### config.mk
export PLATFORM = sky130hd
export DESIGN_NAME = lmie_exec
export DESIGN_NICKNAME = d
export VERILOG_FILES = /design/src/hdl/lmie_pkg.sv /design/src/hdl/lmie_decode.sv /design/src/hdl/lmie_ptr_mem.sv /design/src/hdl/lmie_exec.sv
export VERILOG_INCLUDE_DIRS = /design/src /design/src/hdl
export SDC_FILE = /design/constraint.sdc
export NUM_CORES = 1
export LEC_CHECK = 0
export ABC_CLOCK_PERIOD_IN_PS = 3540
export BUFFER_PORTS_ARGS = -buffer_cell sky130_fd_sc_hd__buf_2
export CAP_MARGIN = 15
export CORE_MARGIN = 2
export CORE_UTILIZATION = 40
export DETAILED_ROUTE_END_ITERATION = 10
export PLACE_DENSITY_LB_ADDON = 0.05
export SLEW_MARGIN = 25
export SYNTH_ARGS = -nofsm -noshare
export SYNTH_HDL_FRONTEND = slang
export SYNTH_SLANG_ARGS = --single-unit
### constraint.sdc
create_clock -name clk_in -period 3.54 [get_ports clk_in]
set_input_delay 0.531 -clock clk_in [delete_from_list [all_inputs] [get_ports clk_in]]
set_output_delay 0.531 -clock clk_in [all_outputs]
set_load 0.005 [all_outputs]
### src/hdl/lmie_consts.svh
// Purpose: Constants for the literal, move and indirect-store execution unit
// Assumes: 14-bit instruction words of the enhanced mid-range core
// Notes: Opcode patterns and masks, widths, reset values
`ifndef LMIE_CONSTS_SVH
`define LMIE_CONSTS_SVH

// ==========================================================================
// Opcode match patterns and masks
`define LMIE_OP_IDLE 14'h0000
`define LMIE_OP_RESET 14'h0001
`define LMIE_OP_OPTION 14'h0062
`define LMIE_MASK_FULL 14'h3FFF
`define LMIE_OP_BANK 14'h0020
`define LMIE_MASK_BANK 14'h3FE0
`define LMIE_OP_PAGE 14'h3180
`define LMIE_MASK_PAGE 14'h3F80
`define LMIE_OP_LITW 14'h3000
`define LMIE_MASK_LITW 14'h3F00
`define LMIE_OP_STFILE 14'h0080
`define LMIE_MASK_STFILE 14'h3F80
`define LMIE_OP_IND 14'h0018
`define LMIE_MASK_IND 14'h3FF8
`define LMIE_OP_IND_OFS 14'h3F80
`define LMIE_MASK_IND_OFS 14'h3F80

// ==========================================================================
// Field positions
`define LMIE_BANK_MSB 4
`define LMIE_PCH_MSB 6
`define LMIE_K8_MSB 7
`define LMIE_F_MSB 6
`define LMIE_IND_IDX_BIT 2
`define LMIE_IND_IDX_OFS_BIT 6
`define LMIE_OFS_MSB 5

// ==========================================================================
// Widths and reset values
`define LMIE_BANK_USED 4'hF
`define LMIE_PTR_ONE 16'h0001
`define LMIE_RST_ACC 8'h00
`define LMIE_RST_BANK 5'h00
`define LMIE_RST_PCH 7'h00
`define LMIE_RST_OPT 8'hFF
`define LMIE_RST_PTR 16'h0000
`define LMIE_PULSE_CYC 2'h3
`define LMIE_ZERO2 2'h0
`endif

### src/hdl/lmie_pkg.sv
// Purpose: Types shared by the execution unit files
// Assumes: lmie_consts.svh supplies the numbers
// Notes: One-hot enum for the instruction class
package lmie_pkg;
  typedef enum logic [8:0] {
    LMIE_I_IDLE = 9'h001,
    LMIE_I_BANK = 9'h002,
    LMIE_I_PCH = 9'h004,
    LMIE_I_LIT = 9'h008,
    LMIE_I_STF = 9'h010,
    LMIE_I_IND = 9'h020,
    LMIE_I_OFS = 9'h040,
    LMIE_I_OPT = 9'h080,
    LMIE_I_RST = 9'h100
  } lmie_instr_e;
  typedef enum logic [1:0] {
    LMIE_M_PREINC = 2'h0,
    LMIE_M_PREDEC = 2'h1,
    LMIE_M_POSTINC = 2'h2,
    LMIE_M_POSTDEC = 2'h3
  } lmie_mode_e;
endpackage

### src/hdl/lmie_decode.sv
// Purpose: Classify one instruction word of the execution unit
// Assumes: Word is stable while valid is high
// Notes: Pure combinational; unknown words fall back to no-op
`timescale 1ns/1ps
`include "lmie_consts.svh"
module lmie_decode (
  input wire logic [13:0] word_in,
  output lmie_pkg::lmie_instr_e class_out
);
  import lmie_pkg::*;

  function automatic logic hit(input logic [13:0] w, input logic [13:0] op, input logic [13:0] m);
    hit = ((w & m) == op);
  endfunction

  // ========================================================================
  // Priority decode, most specific pattern first
  always_comb begin
    if (hit(word_in, `LMIE_OP_RESET, `LMIE_MASK_FULL)) begin
      class_out = LMIE_I_RST;
    end else if (hit(word_in, `LMIE_OP_OPTION, `LMIE_MASK_FULL)) begin
      class_out = LMIE_I_OPT;
    end else if (hit(word_in, `LMIE_OP_IND, `LMIE_MASK_IND)) begin
      class_out = LMIE_I_IND;
    end else if (hit(word_in, `LMIE_OP_BANK, `LMIE_MASK_BANK)) begin
      class_out = LMIE_I_BANK;
    end else if (hit(word_in, `LMIE_OP_STFILE, `LMIE_MASK_STFILE)) begin
      class_out = LMIE_I_STF;
    end else if (hit(word_in, `LMIE_OP_IND_OFS, `LMIE_MASK_IND_OFS)) begin
      class_out = LMIE_I_OFS;
    end else if (hit(word_in, `LMIE_OP_PAGE, `LMIE_MASK_PAGE)) begin
      class_out = LMIE_I_PCH;
    end else if (hit(word_in, `LMIE_OP_LITW, `LMIE_MASK_LITW)) begin
      class_out = LMIE_I_LIT;
    end else begin
      class_out = LMIE_I_IDLE;
    end
  end
endmodule

### src/hdl/lmie_ptr_mem.sv
// Purpose: Holds the two 16-bit pointer registers
// Assumes: One write port, registered read of both pointers
// Notes: Read data reflect the last write one cycle later
`timescale 1ns/1ps
`include "lmie_consts.svh"
module lmie_ptr_mem (
  input wire logic clk_in,
  input wire logic rst_n_in,
  input wire logic wr_en_in,
  input wire logic wr_idx_in,
  input wire logic [15:0] wr_data_in,
  output logic [15:0] ptr0_out,
  output logic [15:0] ptr1_out
);
  always_ff @(posedge clk_in or negedge rst_n_in) begin
    if (!rst_n_in) begin
      ptr0_out <= `LMIE_RST_PTR;
      ptr1_out <= `LMIE_RST_PTR;
    end else if (wr_en_in) begin
      if (wr_idx_in) begin
        ptr1_out <= wr_data_in;
      end else begin
        ptr0_out <= wr_data_in;
      end
    end
  end
endmodule

### src/hdl/lmie_exec.sv
// Purpose: Executes literal loads, accumulator stores, indirect stores,
//          option load, no-op and software restart of an 8-bit core
// Assumes: One instruction word per clock when instr_valid_in is high
// Notes: Status flags live elsewhere; this unit never drives a flag update
`timescale 1ns/1ps
`include "lmie_consts.svh"
module lmie_exec (
  input wire logic clk_in,
  input wire logic rst_n_in,
  input wire logic instr_valid_in,
  input wire logic [13:0] instr_in,
  input wire logic restart_flag_set_in,
  output logic [7:0] accum_out,
  output logic [4:0] bank_select_reg_out,
  output logic [6:0] pc_high_latch_out,
  output logic [7:0] option_reg_out,
  output logic [15:0] pointer_reg_0_out,
  output logic [15:0] pointer_reg_1_out,
  output logic mem_wr_out,
  output logic [15:0] mem_addr_out,
  output logic [7:0] mem_data_out,
  output logic file_wr_out,
  output logic [6:0] file_addr_out,
  output logic sw_restart_flag_n_out,
  output logic sw_reset_req_out,
  output logic flags_wr_out
);
  import lmie_pkg::*;

  // ========================================================================
  // Reset release
  logic rst_meta;
  logic rst_sync;
  always_ff @(posedge clk_in or negedge rst_n_in) begin
    if (!rst_n_in) begin
      rst_meta <= 1'b0;
      rst_sync <= 1'b0;
    end else begin
      rst_meta <= 1'b1;
      rst_sync <= rst_meta;
    end
  end

  // ========================================================================
  // State
  typedef struct packed {
    logic [7:0] accum;
    logic [4:0] bank;
    logic [6:0] pch;
    logic [7:0] opt;
    logic mem_wr;
    logic [15:0] mem_addr;
    logic [7:0] mem_data;
    logic file_wr;
    logic [6:0] file_addr;
    logic restart_n;
    logic [1:0] rst_cnt;
  } lmie_state_s;

  lmie_state_s st;
  lmie_state_s next_st;
  lmie_instr_e cls;
  logic ptr_wr;
  logic ptr_idx;
  logic [15:0] next_ptr;
  logic [15:0] ptr0;
  logic [15:0] ptr1;

  function automatic logic [15:0] sext_ofs(input logic [5:0] k);
    sext_ofs = {{10{k[`LMIE_OFS_MSB]}}, k};
  endfunction

  lmie_decode u_dec (
    .word_in(instr_in),
    .class_out(cls)
  );

  lmie_ptr_mem u_ptr (
    .clk_in(clk_in),
    .rst_n_in(rst_sync),
    .wr_en_in(ptr_wr),
    .wr_idx_in(ptr_idx),
    .wr_data_in(next_ptr),
    .ptr0_out(ptr0),
    .ptr1_out(ptr1)
  );

  // ========================================================================
  // Execute
  always_comb begin
    logic [15:0] cur;
    logic [15:0] adj;
    cur = `LMIE_RST_PTR;
    adj = `LMIE_RST_PTR;
    next_st = st;
    next_st.mem_wr = 1'b0;
    next_st.file_wr = 1'b0;
    ptr_wr = 1'b0;
    ptr_idx = 1'b0;
    next_ptr = `LMIE_RST_PTR;
    if (restart_flag_set_in) begin
      next_st.restart_n = 1'b1;
    end
    if (st.rst_cnt != `LMIE_ZERO2) begin
      next_st.rst_cnt = st.rst_cnt - 2'h1;
    end
    if (instr_valid_in && st.rst_cnt == `LMIE_ZERO2) begin
      case (cls)
        LMIE_I_BANK: begin
          next_st.bank = {1'b0, instr_in[3:0] & `LMIE_BANK_USED};
        end
        LMIE_I_PCH: begin
          next_st.pch = instr_in[`LMIE_PCH_MSB:0];
        end
        LMIE_I_LIT: begin
          next_st.accum = instr_in[`LMIE_K8_MSB:0];
        end
        LMIE_I_STF: begin
          next_st.file_wr = 1'b1;
          next_st.file_addr = instr_in[`LMIE_F_MSB:0];
          next_st.mem_data = st.accum;
        end
        LMIE_I_IND: begin
          ptr_idx = instr_in[`LMIE_IND_IDX_BIT];
          cur = ptr_idx ? ptr1 : ptr0;
          // Plain 16-bit add wraps on its own; no carry escapes
          case (lmie_mode_e'(instr_in[1:0]))
            LMIE_M_PREINC, LMIE_M_POSTINC: adj = cur + `LMIE_PTR_ONE;
            default: adj = cur - `LMIE_PTR_ONE;
          endcase
          ptr_wr = 1'b1;
          next_ptr = adj;
          next_st.mem_wr = 1'b1;
          next_st.mem_data = st.accum;
          next_st.mem_addr = instr_in[1] ? cur : adj;
        end
        LMIE_I_OFS: begin
          ptr_idx = instr_in[`LMIE_IND_IDX_OFS_BIT];
          cur = ptr_idx ? ptr1 : ptr0;
          next_st.mem_wr = 1'b1;
          next_st.mem_data = st.accum;
          next_st.mem_addr = cur + sext_ofs(instr_in[`LMIE_OFS_MSB:0]);
        end
        LMIE_I_OPT: begin
          next_st.opt = st.accum;
        end
        LMIE_I_RST: begin
          next_st.restart_n = 1'b0;
          next_st.rst_cnt = `LMIE_PULSE_CYC;
        end
        LMIE_I_IDLE: begin
          next_st = next_st;
        end
        default: begin
          next_st = next_st;
        end
      endcase
    end
  end

  always_ff @(posedge clk_in or negedge rst_sync) begin
    if (!rst_sync) begin
      st.accum <= `LMIE_RST_ACC;
      st.bank <= `LMIE_RST_BANK;
      st.pch <= `LMIE_RST_PCH;
      st.opt <= `LMIE_RST_OPT;
      st.mem_wr <= 1'b0;
      st.mem_addr <= `LMIE_RST_PTR;
      st.mem_data <= `LMIE_RST_ACC;
      st.file_wr <= 1'b0;
      st.file_addr <= `LMIE_RST_PCH;
      st.restart_n <= 1'b1;
      st.rst_cnt <= `LMIE_ZERO2;
    end else begin
      st <= next_st;
    end
  end

  // ========================================================================
  // Outputs
  assign accum_out = st.accum;
  assign bank_select_reg_out = st.bank;
  assign pc_high_latch_out = st.pch;
  assign option_reg_out = st.opt;
  assign pointer_reg_0_out = ptr0;
  assign pointer_reg_1_out = ptr1;
  assign mem_wr_out = st.mem_wr;
  assign mem_addr_out = st.mem_addr;
  assign mem_data_out = st.mem_data;
  assign file_wr_out = st.file_wr;
  assign file_addr_out = st.file_addr;
  assign sw_restart_flag_n_out = st.restart_n;
  // Reset request held a few cycles so slow reset logic sees it
  assign sw_reset_req_out = (st.rst_cnt != `LMIE_ZERO2);
  assign flags_wr_out = 1'b0;

  // ========================================================================
  // Checks
  lit_load_a: assert property (@(posedge clk_in) disable iff (!rst_sync)
    (instr_valid_in && cls == LMIE_I_LIT && !sw_reset_req_out) |=> accum_out == $past(instr_in[7:0]))
    else $error("accumulator literal not loaded");
  bank_load_a: assert property (@(posedge clk_in) disable iff (!rst_sync)
    (instr_valid_in && cls == LMIE_I_BANK && !sw_reset_req_out) |=> bank_select_reg_out == {1'b0, $past(instr_in[3:0])})
    else $error("bank select not loaded");
  page_load_a: assert property (@(posedge clk_in) disable iff (!rst_sync)
    (instr_valid_in && cls == LMIE_I_PCH && !sw_reset_req_out) |=> pc_high_latch_out == $past(instr_in[6:0]))
    else $error("page latch not loaded");
  file_store_a: assert property (@(posedge clk_in) disable iff (!rst_sync)
    (instr_valid_in && cls == LMIE_I_STF && !sw_reset_req_out)
      |=> file_wr_out && file_addr_out == $past(instr_in[6:0]) && mem_data_out == $past(accum_out))
    else $error("file store wrong");
  ofs_store_a: assert property (@(posedge clk_in) disable iff (!rst_sync)
    (instr_valid_in && cls == LMIE_I_OFS && !sw_reset_req_out)
      |=> mem_wr_out && $stable(pointer_reg_0_out) && $stable(pointer_reg_1_out))
    else $error("offset store moved a pointer");
  preinc_addr_a: assert property (@(posedge clk_in) disable iff (!rst_sync)
    (instr_valid_in && cls == LMIE_I_IND && instr_in[1:0] == 2'h0 && !instr_in[2] && !sw_reset_req_out)
      |=> mem_addr_out == pointer_reg_0_out && pointer_reg_0_out == $past(pointer_reg_0_out) + 16'h0001)
    else $error("preincrement address wrong");
  postdec_addr_a: assert property (@(posedge clk_in) disable iff (!rst_sync)
    (instr_valid_in && cls == LMIE_I_IND && instr_in[1:0] == 2'h3 && instr_in[2] && !sw_reset_req_out)
      |=> mem_addr_out == $past(pointer_reg_1_out) && pointer_reg_1_out == $past(pointer_reg_1_out) - 16'h0001)
    else $error("postdecrement wrong");
  opt_load_a: assert property (@(posedge clk_in) disable iff (!rst_sync)
    (instr_valid_in && cls == LMIE_I_OPT && !sw_reset_req_out) |=> option_reg_out == $past(accum_out))
    else $error("option not loaded");
  sw_restart_a: assert property (@(posedge clk_in) disable iff (!rst_sync)
    (instr_valid_in && cls == LMIE_I_RST && !sw_reset_req_out && !restart_flag_set_in)
      |=> !sw_restart_flag_n_out ##0 sw_reset_req_out [*3])
    else $error("restart not signalled");
  nop_quiet_a: assert property (@(posedge clk_in) disable iff (!rst_sync)
    (instr_valid_in && cls == LMIE_I_IDLE && !sw_reset_req_out)
      |=> $stable(accum_out) && !mem_wr_out && !file_wr_out && $stable(option_reg_out))
    else $error("no-op changed state");
  no_flags_a: assert property (@(posedge clk_in) disable iff (!rst_sync)
    mem_wr_out |-> !flags_wr_out)
    else $error("flag write during store");
  predec_addr_a: assert property (@(posedge clk_in) disable iff (!rst_sync)
    (instr_valid_in && cls == LMIE_I_IND && instr_in[1:0] == 2'h1 && !instr_in[2] && !sw_reset_req_out)
      |=> mem_addr_out == pointer_reg_0_out && pointer_reg_0_out == $past(pointer_reg_0_out) - 16'h0001)
    else $error("predecrement wrong");
  postinc_addr_a: assert property (@(posedge clk_in) disable iff (!rst_sync)
    (instr_valid_in && cls == LMIE_I_IND && instr_in[1:0] == 2'h2 && instr_in[2] && !sw_reset_req_out)
      |=> mem_addr_out == $past(pointer_reg_1_out) && pointer_reg_1_out == $past(pointer_reg_1_out) + 16'h0001)
    else $error("postincrement wrong");
  ind_data_a: assert property (@(posedge clk_in) disable iff (!rst_sync)
    (instr_valid_in && cls == LMIE_I_IND && !sw_reset_req_out)
      |=> mem_wr_out && !file_wr_out && mem_data_out == $past(accum_out))
    else $error("indirect store data wrong");
  ofs_addr_a: assert property (@(posedge clk_in) disable iff (!rst_sync)
    (instr_valid_in && cls == LMIE_I_OFS && !instr_in[6] && !sw_reset_req_out)
      |=> mem_addr_out == $past(pointer_reg_0_out) + {{10{$past(instr_in[5])}}, $past(instr_in[5:0])}
        && mem_data_out == $past(accum_out))
    else $error("offset store address wrong");
  ind_other0_a: assert property (@(posedge clk_in) disable iff (!rst_sync)
    (instr_valid_in && cls == LMIE_I_IND && !instr_in[2] && !sw_reset_req_out)
      |=> $stable(pointer_reg_1_out))
    else $error("unselected pointer moved");
  ind_other1_a: assert property (@(posedge clk_in) disable iff (!rst_sync)
    (instr_valid_in && cls == LMIE_I_IND && instr_in[2] && !sw_reset_req_out)
      |=> $stable(pointer_reg_0_out))
    else $error("unselected pointer moved");
  stf_no_mem_a: assert property (@(posedge clk_in) disable iff (!rst_sync)
    (instr_valid_in && cls == LMIE_I_STF && !sw_reset_req_out)
      |=> !mem_wr_out && $stable(pointer_reg_0_out) && $stable(pointer_reg_1_out))
    else $error("file store touched memory port");
  lit_quiet_a: assert property (@(posedge clk_in) disable iff (!rst_sync)
    (instr_valid_in && cls == LMIE_I_LIT && !sw_reset_req_out)
      |=> !mem_wr_out && !file_wr_out && $stable(option_reg_out) && $stable(pointer_reg_0_out))
    else $error("literal load had side effects");
  opt_keeps_acc_a: assert property (@(posedge clk_in) disable iff (!rst_sync)
    (instr_valid_in && cls == LMIE_I_OPT && !sw_reset_req_out)
      |=> $stable(accum_out) && !mem_wr_out && !file_wr_out)
    else $error("option load had side effects");
  restart_ignore_a: assert property (@(posedge clk_in) disable iff (!rst_sync)
    (instr_valid_in && sw_reset_req_out)
      |=> $stable(accum_out) && $stable(bank_select_reg_out) && $stable(pc_high_latch_out)
        && $stable(option_reg_out) && !mem_wr_out && !file_wr_out)
    else $error("instruction taken during restart");
  clear_wins_a: assert property (@(posedge clk_in) disable iff (!rst_sync)
    (instr_valid_in && cls == LMIE_I_RST && !sw_reset_req_out)
      |=> !sw_restart_flag_n_out)
    else $error("restart flag not cleared");
  flag_set_a: assert property (@(posedge clk_in) disable iff (!rst_sync)
    (restart_flag_set_in && !(instr_valid_in && cls == LMIE_I_RST && !sw_reset_req_out))
      |=> sw_restart_flag_n_out)
    else $error("restart flag not set");
  restart_len_a: assert property (@(posedge clk_in) disable iff (!rst_sync)
    (instr_valid_in && cls == LMIE_I_RST && !sw_reset_req_out)
      |=> ##3 !sw_reset_req_out)
    else $error("restart request too long");
endmodule

Word level (Yosys, flattened, before mapping) --
Index checks and enable logic that the tools add are counted. W data, S select, Z words.
Word-level totals: input port bits 18, register bits 97, word-level logic and storage cells 78
Cells by class: equal/unequal tests 17, bitwise gates (word level) 1, reductions and logical operators 16, muxes and demuxes 25, $add $sub $neg 4
Operators with widths (count):
- $mux W16 | 6
- $mux W9 | 7
- $mux W36 | 1
- $pmux W17 S2 | 1
- $reduce_and A2 Y1 | 9
- $add A16 B1 Y16 const B | 1
- $add A16 B16 Y16 | 1
- $mux W8 | 2
- $sub A16 B1 Y16 const B | 1
- $eq A14 B1 Y1 const B | 1
- $eq A14 B7 Y1 const B | 1
- $eq A7 B7 Y1 const B | 2
- $eq A11 B2 Y1 const B | 1
- $eq A9 B1 Y1 const B | 1
- $eq A9 B2 Y1 const B | 1
- $eq A9 B3 Y1 const B | 1
- $eq A9 B4 Y1 const B | 1
- $eq A9 B5 Y1 const B | 1
- $eq A9 B6 Y1 const B | 1
- $eq A9 B7 Y1 const B | 1
- $eq A9 B8 Y1 const B | 1
- $eq A9 B9 Y1 const B | 1
- $eq A7 B1 Y1 const B | 1
- $eq A6 B6 Y1 const B | 1
- other kinds (13) | 18

Depth between registers and ports, before layout --
Gate-level depths: netlist (run 1).
depth in word-level cells 14, depth in mapped cells 12

Cells and area by module --
A second synthesis (run 1) with hierarchy kept.
Unflattened totals: cells, all modules 647, area, all modules 6726.5 um2
Modules (own cells, without submodules):
- lmie_exec | area each 5292.6 um2, cells each 550, times used 1, seq. area each 1637.8 um2
- lmie_ptr_mem | area each 1252.5 um2, cells each 69, times used 1, seq. area each 800.8 um2
- lmie_decode | area each 181.4 um2, cells each 28, times used 1, seq. area each 0.0 um2

Worst setup path before layout (run 1) --
Ideal clock, no wire load.
kind input to register, from input instr_in[2], to register st, in the netlist mem_addr_out[14], setup time 126 ps, path slack -10 ps, path buffers 2, stages 11, data arrival time 3424 ps, data required time 3414 ps, cell sequence buf_2 -> buf_1 -> mux2_2 -> fa_1 -> a211oi_1 -> o21ai_1 -> a2111oi_2 -> o21ai_0 -> a21oi_1 -> xnor2_1 -> a221o_1
On the way: word-level cells in the longest chain between the ends 6, elaborated cells on any way between the ends 15
Ends and longest elaborated chain:
- from (decl) | RTL line lmie_exec.sv:11 | input wire logic [13:0] instr_in,
- branches (longest 6 deep; another with $sub A16 B1 Y16)
- to (signal assigned) | RTL line lmie_exec.sv:175 | st <= next_st;
- to (decl) | RTL line lmie_exec.sv:60 | lmie_state_s st;
Parallel ways; which one is timed is not known. A chain may end at the register's enable or synchronous reset.

Worst setup path after layout (run 1) --
from register u_ptr.ptr0_out[0], to register st, in the netlist mem_addr_out[14]
On the way: word-level cells in the longest chain between the ends 5, elaborated cells on any way between the ends 8
Ends and longest elaborated chain:
- from (decl) | RTL line lmie_ptr_mem.sv:12 | output logic [15:0] ptr0_out,
- from (signal assigned) | RTL line lmie_ptr_mem.sv:17 | ptr0_out <= `LMIE_RST_PTR;
- from (signal assigned) | RTL line lmie_ptr_mem.sv:23 | ptr0_out <= wr_data_in;
- $mux W16 | RTL line lmie_exec.sv:125 | cur = ptr_idx ? ptr1 : ptr0;
- $sub A16 B1 Y16 (no line) or $add A16 B1 Y16 (tied branches)
- $mux W16 | RTL line lmie_exec.sv:127 | case (lmie_mode_e'(instr_in[1:0]))
- $mux W16 | RTL line lmie_exec.sv:135 | next_st.mem_addr = instr_in[1] ? cur : adj;
- $pmux W17 S2 (*) | RTL line lmie_exec.sv:108 | case (cls)
Mark *: on every way between the ends. The rest lies on a longest branch, timed or not.

==> impl_metrics.yaml, run 1 <==
global_routing:
  antenna_found_initial: 0
  grt-ovfl-total: 0
  grt_pass1_vias: 4800
  grt_usage_pct: 20.6
  grt_pass1_wl_mm: 26.5
  grt_max_degree: 37
min_path:
  min_path_type: "flip-flop to asynchronous set/reset pin"
cts:
  clk_pin_slew_ps: 70
  clkLatencyLatePin_ps: 350
  cts_setup_buffers: 0
  cts_buffer_depth: 2
  cts_tree: "yes"
  htree_levels: 3
  cts-root-buf: "clkbuf_16"
  cts_buffers: 9
  clkSinkCount: 97
sta:
  fin_crit_ps: 3230
  finalSetupViolations: 0
  relSlewSlack_pct: 56.7
  worst_slew_pin_slew_ps: 645
  maxSlewViolCount: 0
  timing_hold_violations_final: 0
  skew_ps: 7.54
  holdWs_ps: 289
  setup-tns-final_ps: 0
  rsz0062_at_grt: "no"
  period_share_pct: 91.2
  clock.fmax_mhz: 310
worst_setup_path:
  criticalPathCategory: "flip-flop to flip-flop"
  cp_data_arrival_time_ps: 3460
  rr_worst_depth: 9
  crit_required_ps: 3780
  worstPathMaxFanout: 4
  critPathLaunchType: "flip-flop"
  end_kind: "flip-flop"
floorplanning:
  coreArea_um2: 15700
  die-area_um2: 16900
  die_y_um: 130
  die_w_um: 130
  num_rows: 46
  io_pins: 114
  initial_utilization_pct: 40.4
synth:
  netlist_instances: 645
  yosysWarnings: 0
  synth_compound_area_share_pct: 13.1
  ys_seq_area_share_pct: 38.4
  synth_seq_cells: 97
  synth_top_family_by_area: "multiplexers"
  synth_mux_area_share_pct: 15.7
  syn_area_per_cell_um2: 9.85
  synthArstFlopShare_pct: 100
  synth.distinct_cells: 67
  synth_xor_area_share_pct: 3.58
  synthSimpleGateAreaFrac_pct: 13.3
  synthAdderAreaFrac_pct: 6.34
  synthFlopType: "dfrtp_1"
  synth_edf_count: 0
  syn_area_um2: 6350
detailed_routing:
  drt_iter0_markers: 268
  ant_nets: 0
  wl_mm: 16.9
  via_per_inst: 5.30
  avgRoutedWirePerCell_um: 18.1
  drc: 0
  first_pass_iters: 5
  route.vias.total: 4958
placement:
  hpwl_mm: 12.9
  gp_congestion: 0.869
  io_buffers: 111
layout:
  diodes: 0
  fin_nets: 763
  utilization_pct: 45.5
  area_growth_syn_to_layout_pct: 12.4
  final_cell_mix: "buf_2, dfrtp_1, mux2_2"
  drive_gt1_share_pct: 35.5
  fillers: 1534
  layout_commonest_cell: "buf_2"
run_status:
  status: "completed"
power:
  ir_worst_vdd_mv: 0.199
  power_density_nw_per_um2: 349
  p_leak_uw: 0.00361
job:
  drv_cap: 0
[area by class of cell]
cell class                      count  area, um2  share of cell area (%)
Sequential cell                    97       2440                    34.2
Inverter                           14       52.6                   0.736
Clock inverter                      7       60.1                   0.841
Multi-Input combinational cell    452       3320                    46.4
Tap cell                          216        270                    3.78
Clock buffer                        9        225                    3.15
Timing Repair Buffer              140        776                    10.9
[routing by layer]
metal	wire length (um)	GRT usage [%]	part of all wire, %	vias up
li1	-	-	-	2389
met1	8050	29.2	48	2402
met2	7670	32.6	45	147
met3	923	2.71	5.5	20
met4	286	6.89	1.7	0
met5	0	0	0	-
[synthesized netlist by cell type (6+ instances only)]
cell      instances  share of area, %
dfstp_2           9               3.7
a31oi_1           7              0.69
inv_1            12              0.71
mux2i_1          11               1.7
a21o_1           10               1.2
mux2_2           79                14
nand3_1          11              0.87
buf_4            60               7.1
nand2_1          66               3.9
dfrtp_1          88                35
nor2_1           42               2.5
a211oi_1          6              0.71
o21ai_0          38               3.0
clkbuf_1         14              0.83
a21oi_1          33               2.6
nor3_1           11              0.87
ha_1             29               5.7
xnor2_1          18               2.5
or3_1             6              0.59
nand2b_1          6              0.59
xor2_1            8               1.1
[cells by family (layout without fill, tap and decap cells)]
kind of cell / Yosys count / count (layout)
DFF: 97 / 97
and+or+nand+nor: 171 / 171
muxes: 90 / 90
xor gates and xnor gates: 26 / 26
adders and majority gates: 31 / 31
other: 2 / 3
buffers and inverters: 97 / 170
AOI/OAI and AO/OA: 131 / 131
[flip-flops by register name (all words and copies together), names as in the netlist, 2 cells and up]
name and cells:
accum_out 8, bank_select_reg_out 4, file_addr_out 7, mem_addr_out 16, mem_data_out 8, option_reg_out 8
pc_high_latch_out 7, st 2, u_ptr.ptr0_out 16, u_ptr.ptr1_out 16
[critical path, cell delays in order (launching register included)]
cell,delay (ps)
dfrtp_1,430
mux2_2,310
fa_1,410
a211oi_1,320
o21ai_1,180
a2111oi_2,520
o21ai_0,240
a21oi_1,240
xnor2_1,160
a221o_1,310
[power breakdown]
group	switching, uW	internal, uW	leakage, uW	total [uW]
Combinational	192	146	0.00220	338
Clock	464	488	0.000131	952
Sequential	43.5	1160	0.00128	1200
Total	699	1790	0.00361	2490
[through the flow]
stage	worst slack, ps	power [uW]	instance area [um2]	cells
2_1_floorplan	7.39	1480	6360	646
3_3_place_gp	115	1550	6850	918
3_5_place_dp	3.11	1560	6850	918
4_1_cts	377	2530	7140	935
5_1_grt	105	2610	7140	935
6_report	313	2490	7140	935
[final timing paths]
kind	start	end	slack, ps
hold reg to reg	rst_sync$_DFF_PN0_	u_ptr.ptr1_out[13]$_DFFE_PN0P_	290
min in group clk_in	rst_meta$_DFF_PN0_	rst_sync$_DFF_PN0_	350
setup reg to reg	u_ptr.ptr0_out[0]$_DFFE_PN0P_	mem_addr_out[14]$_DFFE_PN0P_	310
max in group asynchronous	rst_sync$_DFF_PN0_	option_reg_out[4]$_DFFE_PN1P_	2410
hold / removal	rst_sync$_DFF_PN0_	u_ptr.ptr1_out[13]$_DFFE_PN0P_	290
setup / recovery	u_ptr.ptr0_out[0]$_DFFE_PN0P_	mem_addr_out[14]$_DFFE_PN0P_	310
[what timing repair did]
| item | 4_1_cts | 5_1_grt |
|---|---|---|
| resized for setup | 0 | 0 |
| hold buffers | 1 | 0 |
| hold endpoints to repair | 2 | 0 |
No activity file was read; power rests on OpenSTA's default activity.
==> inputs of run 2 (changes only) <==
- CORE_UTILIZATION: 40 -> 58
- CTS_BUF_LIST: default -> sky130_fd_sc_hd__clkbuf_4
==> run 2 against run 1 <==
Count of clock-buffer cells in the layout increased by 1; critical path depth did not move; cell count decreased by 8.9%; fmax increased by 1.5%; critical path type unchanged.
==> impl_metrics.yaml, run 2 (synthesized netlist as in run 1, its figures left out) <==
detailed_routing:
  drt_iter0_markers: 290
  route.vias.total: 4934
  ant_nets: 0
  drc: 0
  avgRoutedWirePerCell_um: 18.0
  wl_mm: 15.4
  via_per_inst: 5.79
  first_pass_iters: 4
layout:
  diodes: 0
  layout_commonest_cell: "buf_2"
  fin_nets: 756
  fillers: 957
  drive_gt1_share_pct: 34.7
  design_area_um2: 6870
  utilization_pct: 64.0
  final_cell_mix: "buf_2, dfrtp_1, mux2_2"
  area_growth_syn_to_layout_pct: 8.17
sta:
  maxSlewViolCount: 0
  rsz0062_at_grt: "no"
  worst_slew_pin_slew_ps: 809
  relSlewSlack_pct: 45.6
  timing_hold_violations_final: 0
  fin_crit_ps: 3180
  clock.fmax_mhz: 314
  period_share_pct: 89.8
  setup-tns-final_ps: 0
  finalSetupViolations: 0
  setup_slack_ps: 360
  skew_ps: 21.9
worst_setup_path:
  cp_data_arrival_time_ps: 3520
  worstPathMaxFanout: 4
  criticalPathCategory: "flip-flop to flip-flop"
  critPathLaunchType: "flip-flop"
  end_kind: "flip-flop"
  crit_required_ps: 3880
cts:
  cts_setup_buffers: 0
  clkSinkCount: 97
  clkLatencyLatePin_ps: 440
  htree_levels: 3
  cts_buffers: 9
  cts_tree: "yes"
  cts-root-buf: "clkbuf_4"
  cts_buffer_depth: 2
  cts-resized-gates: 0
  clk_pin_slew_ps: 150
  ctsHoldBuffers: 1
floorplanning:
  die_y_um: 109
  die-area_um2: 11800
  io_pins: 114
  initial_utilization_pct: 59.1
  coreArea_um2: 10700
  num_rows: 38
  die_w_um: 109
job:
  drv_cap: 0
global_routing:
  grt_usage_pct: 26.8
  grt_max_degree: 64
  grt-ovfl-total: 0
  antenna_found_initial: 0
  grt_pass1_vias: 4624
  grt_pass1_wl_mm: 24.1
run_status:
  status: "completed"
power:
  power_density_nw_per_um2: 321
  fin_total_pwr_uw: 2200
  ir_worst_vdd_mv: 0.205
  p_leak_uw: 0.00353
placement:
  hpwl_mm: 11.7
  gp_congestion: 0.893
  io_buffers: 111
  dpl_worst_slack_ps: 14.8
  placed_area_um2: 6700
min_path:
  min_path_type: "input pin to flip-flop"
==> run 2: cell count changes in the layout (fill, tap and decap cells not counted), sizes merged <==
cell and change:
buf -7, bufinv +2, clkbuf +1, clkinvlp -2, inv -1
==> run 2: routing by layer <==
layer / vias up / part of all wire [%] / track usage [%]
li1: 2366 / - / -
met1: 2414 / 48 / 39.1
met2: 145 / 46 / 42.9
met3: 9 / 5.3 / 2.57
met4: 0 / 0.81 / 7.05
met5: - / 0 / 0
==> run 2: worst paths after layout <==
kind | from | to | slack (ps) | cells past startpoint
min in group asynchronous | rst_n_in | rst_sync$_DFF_PN0_ | 380 | 2
hold / removal | restart_flag_set_in | sw_restart_flag_n_out$_DFF_PN1_ | 290 | 2
setup / recovery | u_ptr.ptr0_out[1]$_DFFE_PN0P_ | mem_addr_out[14]$_DFFE_PN0P_ | 360 | 9
max in group asynchronous | rst_sync$_DFF_PN0_ | sw_restart_flag_n_out$_DFF_PN1_ | 2310 | 1
hold reg to reg | rst_meta$_DFF_PN0_ | rst_sync$_DFF_PN0_ | 380 | 0
setup reg to reg | u_ptr.ptr0_out[1]$_DFFE_PN0P_ | mem_addr_out[14]$_DFFE_PN0P_ | 360 | 9
==> run 2: where the power goes <==
group          switching [uW]  leakage [uW]  internal (uW)  total [uW]
combinational             181       0.00216            143         323
clock                     380     0.0000851            298         677
sequential               45.9       0.00128           1160        1200
total                     606       0.00353           1600        2200
==> run 2: cell type report <==
cell class / count / area, um2 / share of cell area (%)
multi-input cells: 452 / 3320 / 48.3
flip-flops and latches: 97 / 2440 / 35.5
repair buffers: 133 / 723 / 10.5
well taps: 140 / 175 / 2.55
clock inverters: 6 / 88.8 / 1.29
clock buffers: 10 / 75.1 / 1.09
inverters: 14 / 52.6 / 0.764
==> run 2: worst max-delay path, stage by stage (launching register included) <==
cell       delay [ps]
dfrtp_1           440
mux2_2            310
fa_1              420
a211oi_1          310
o21ai_1           170
a2111oi_2         530
o21ai_0           240
a21oi_1           230
xnor2_1           120
a221o_1           300
==> run 2: stage by stage <==
stage / hold WS, ps / cells
2_1_floorplan: 235 / 646
3_3_place_gp: 315 / 835
3_5_place_dp: 320 / 835
4_1_cts: 267 / 852
5_1_grt: 293 / 852
6_report: 288 / 852
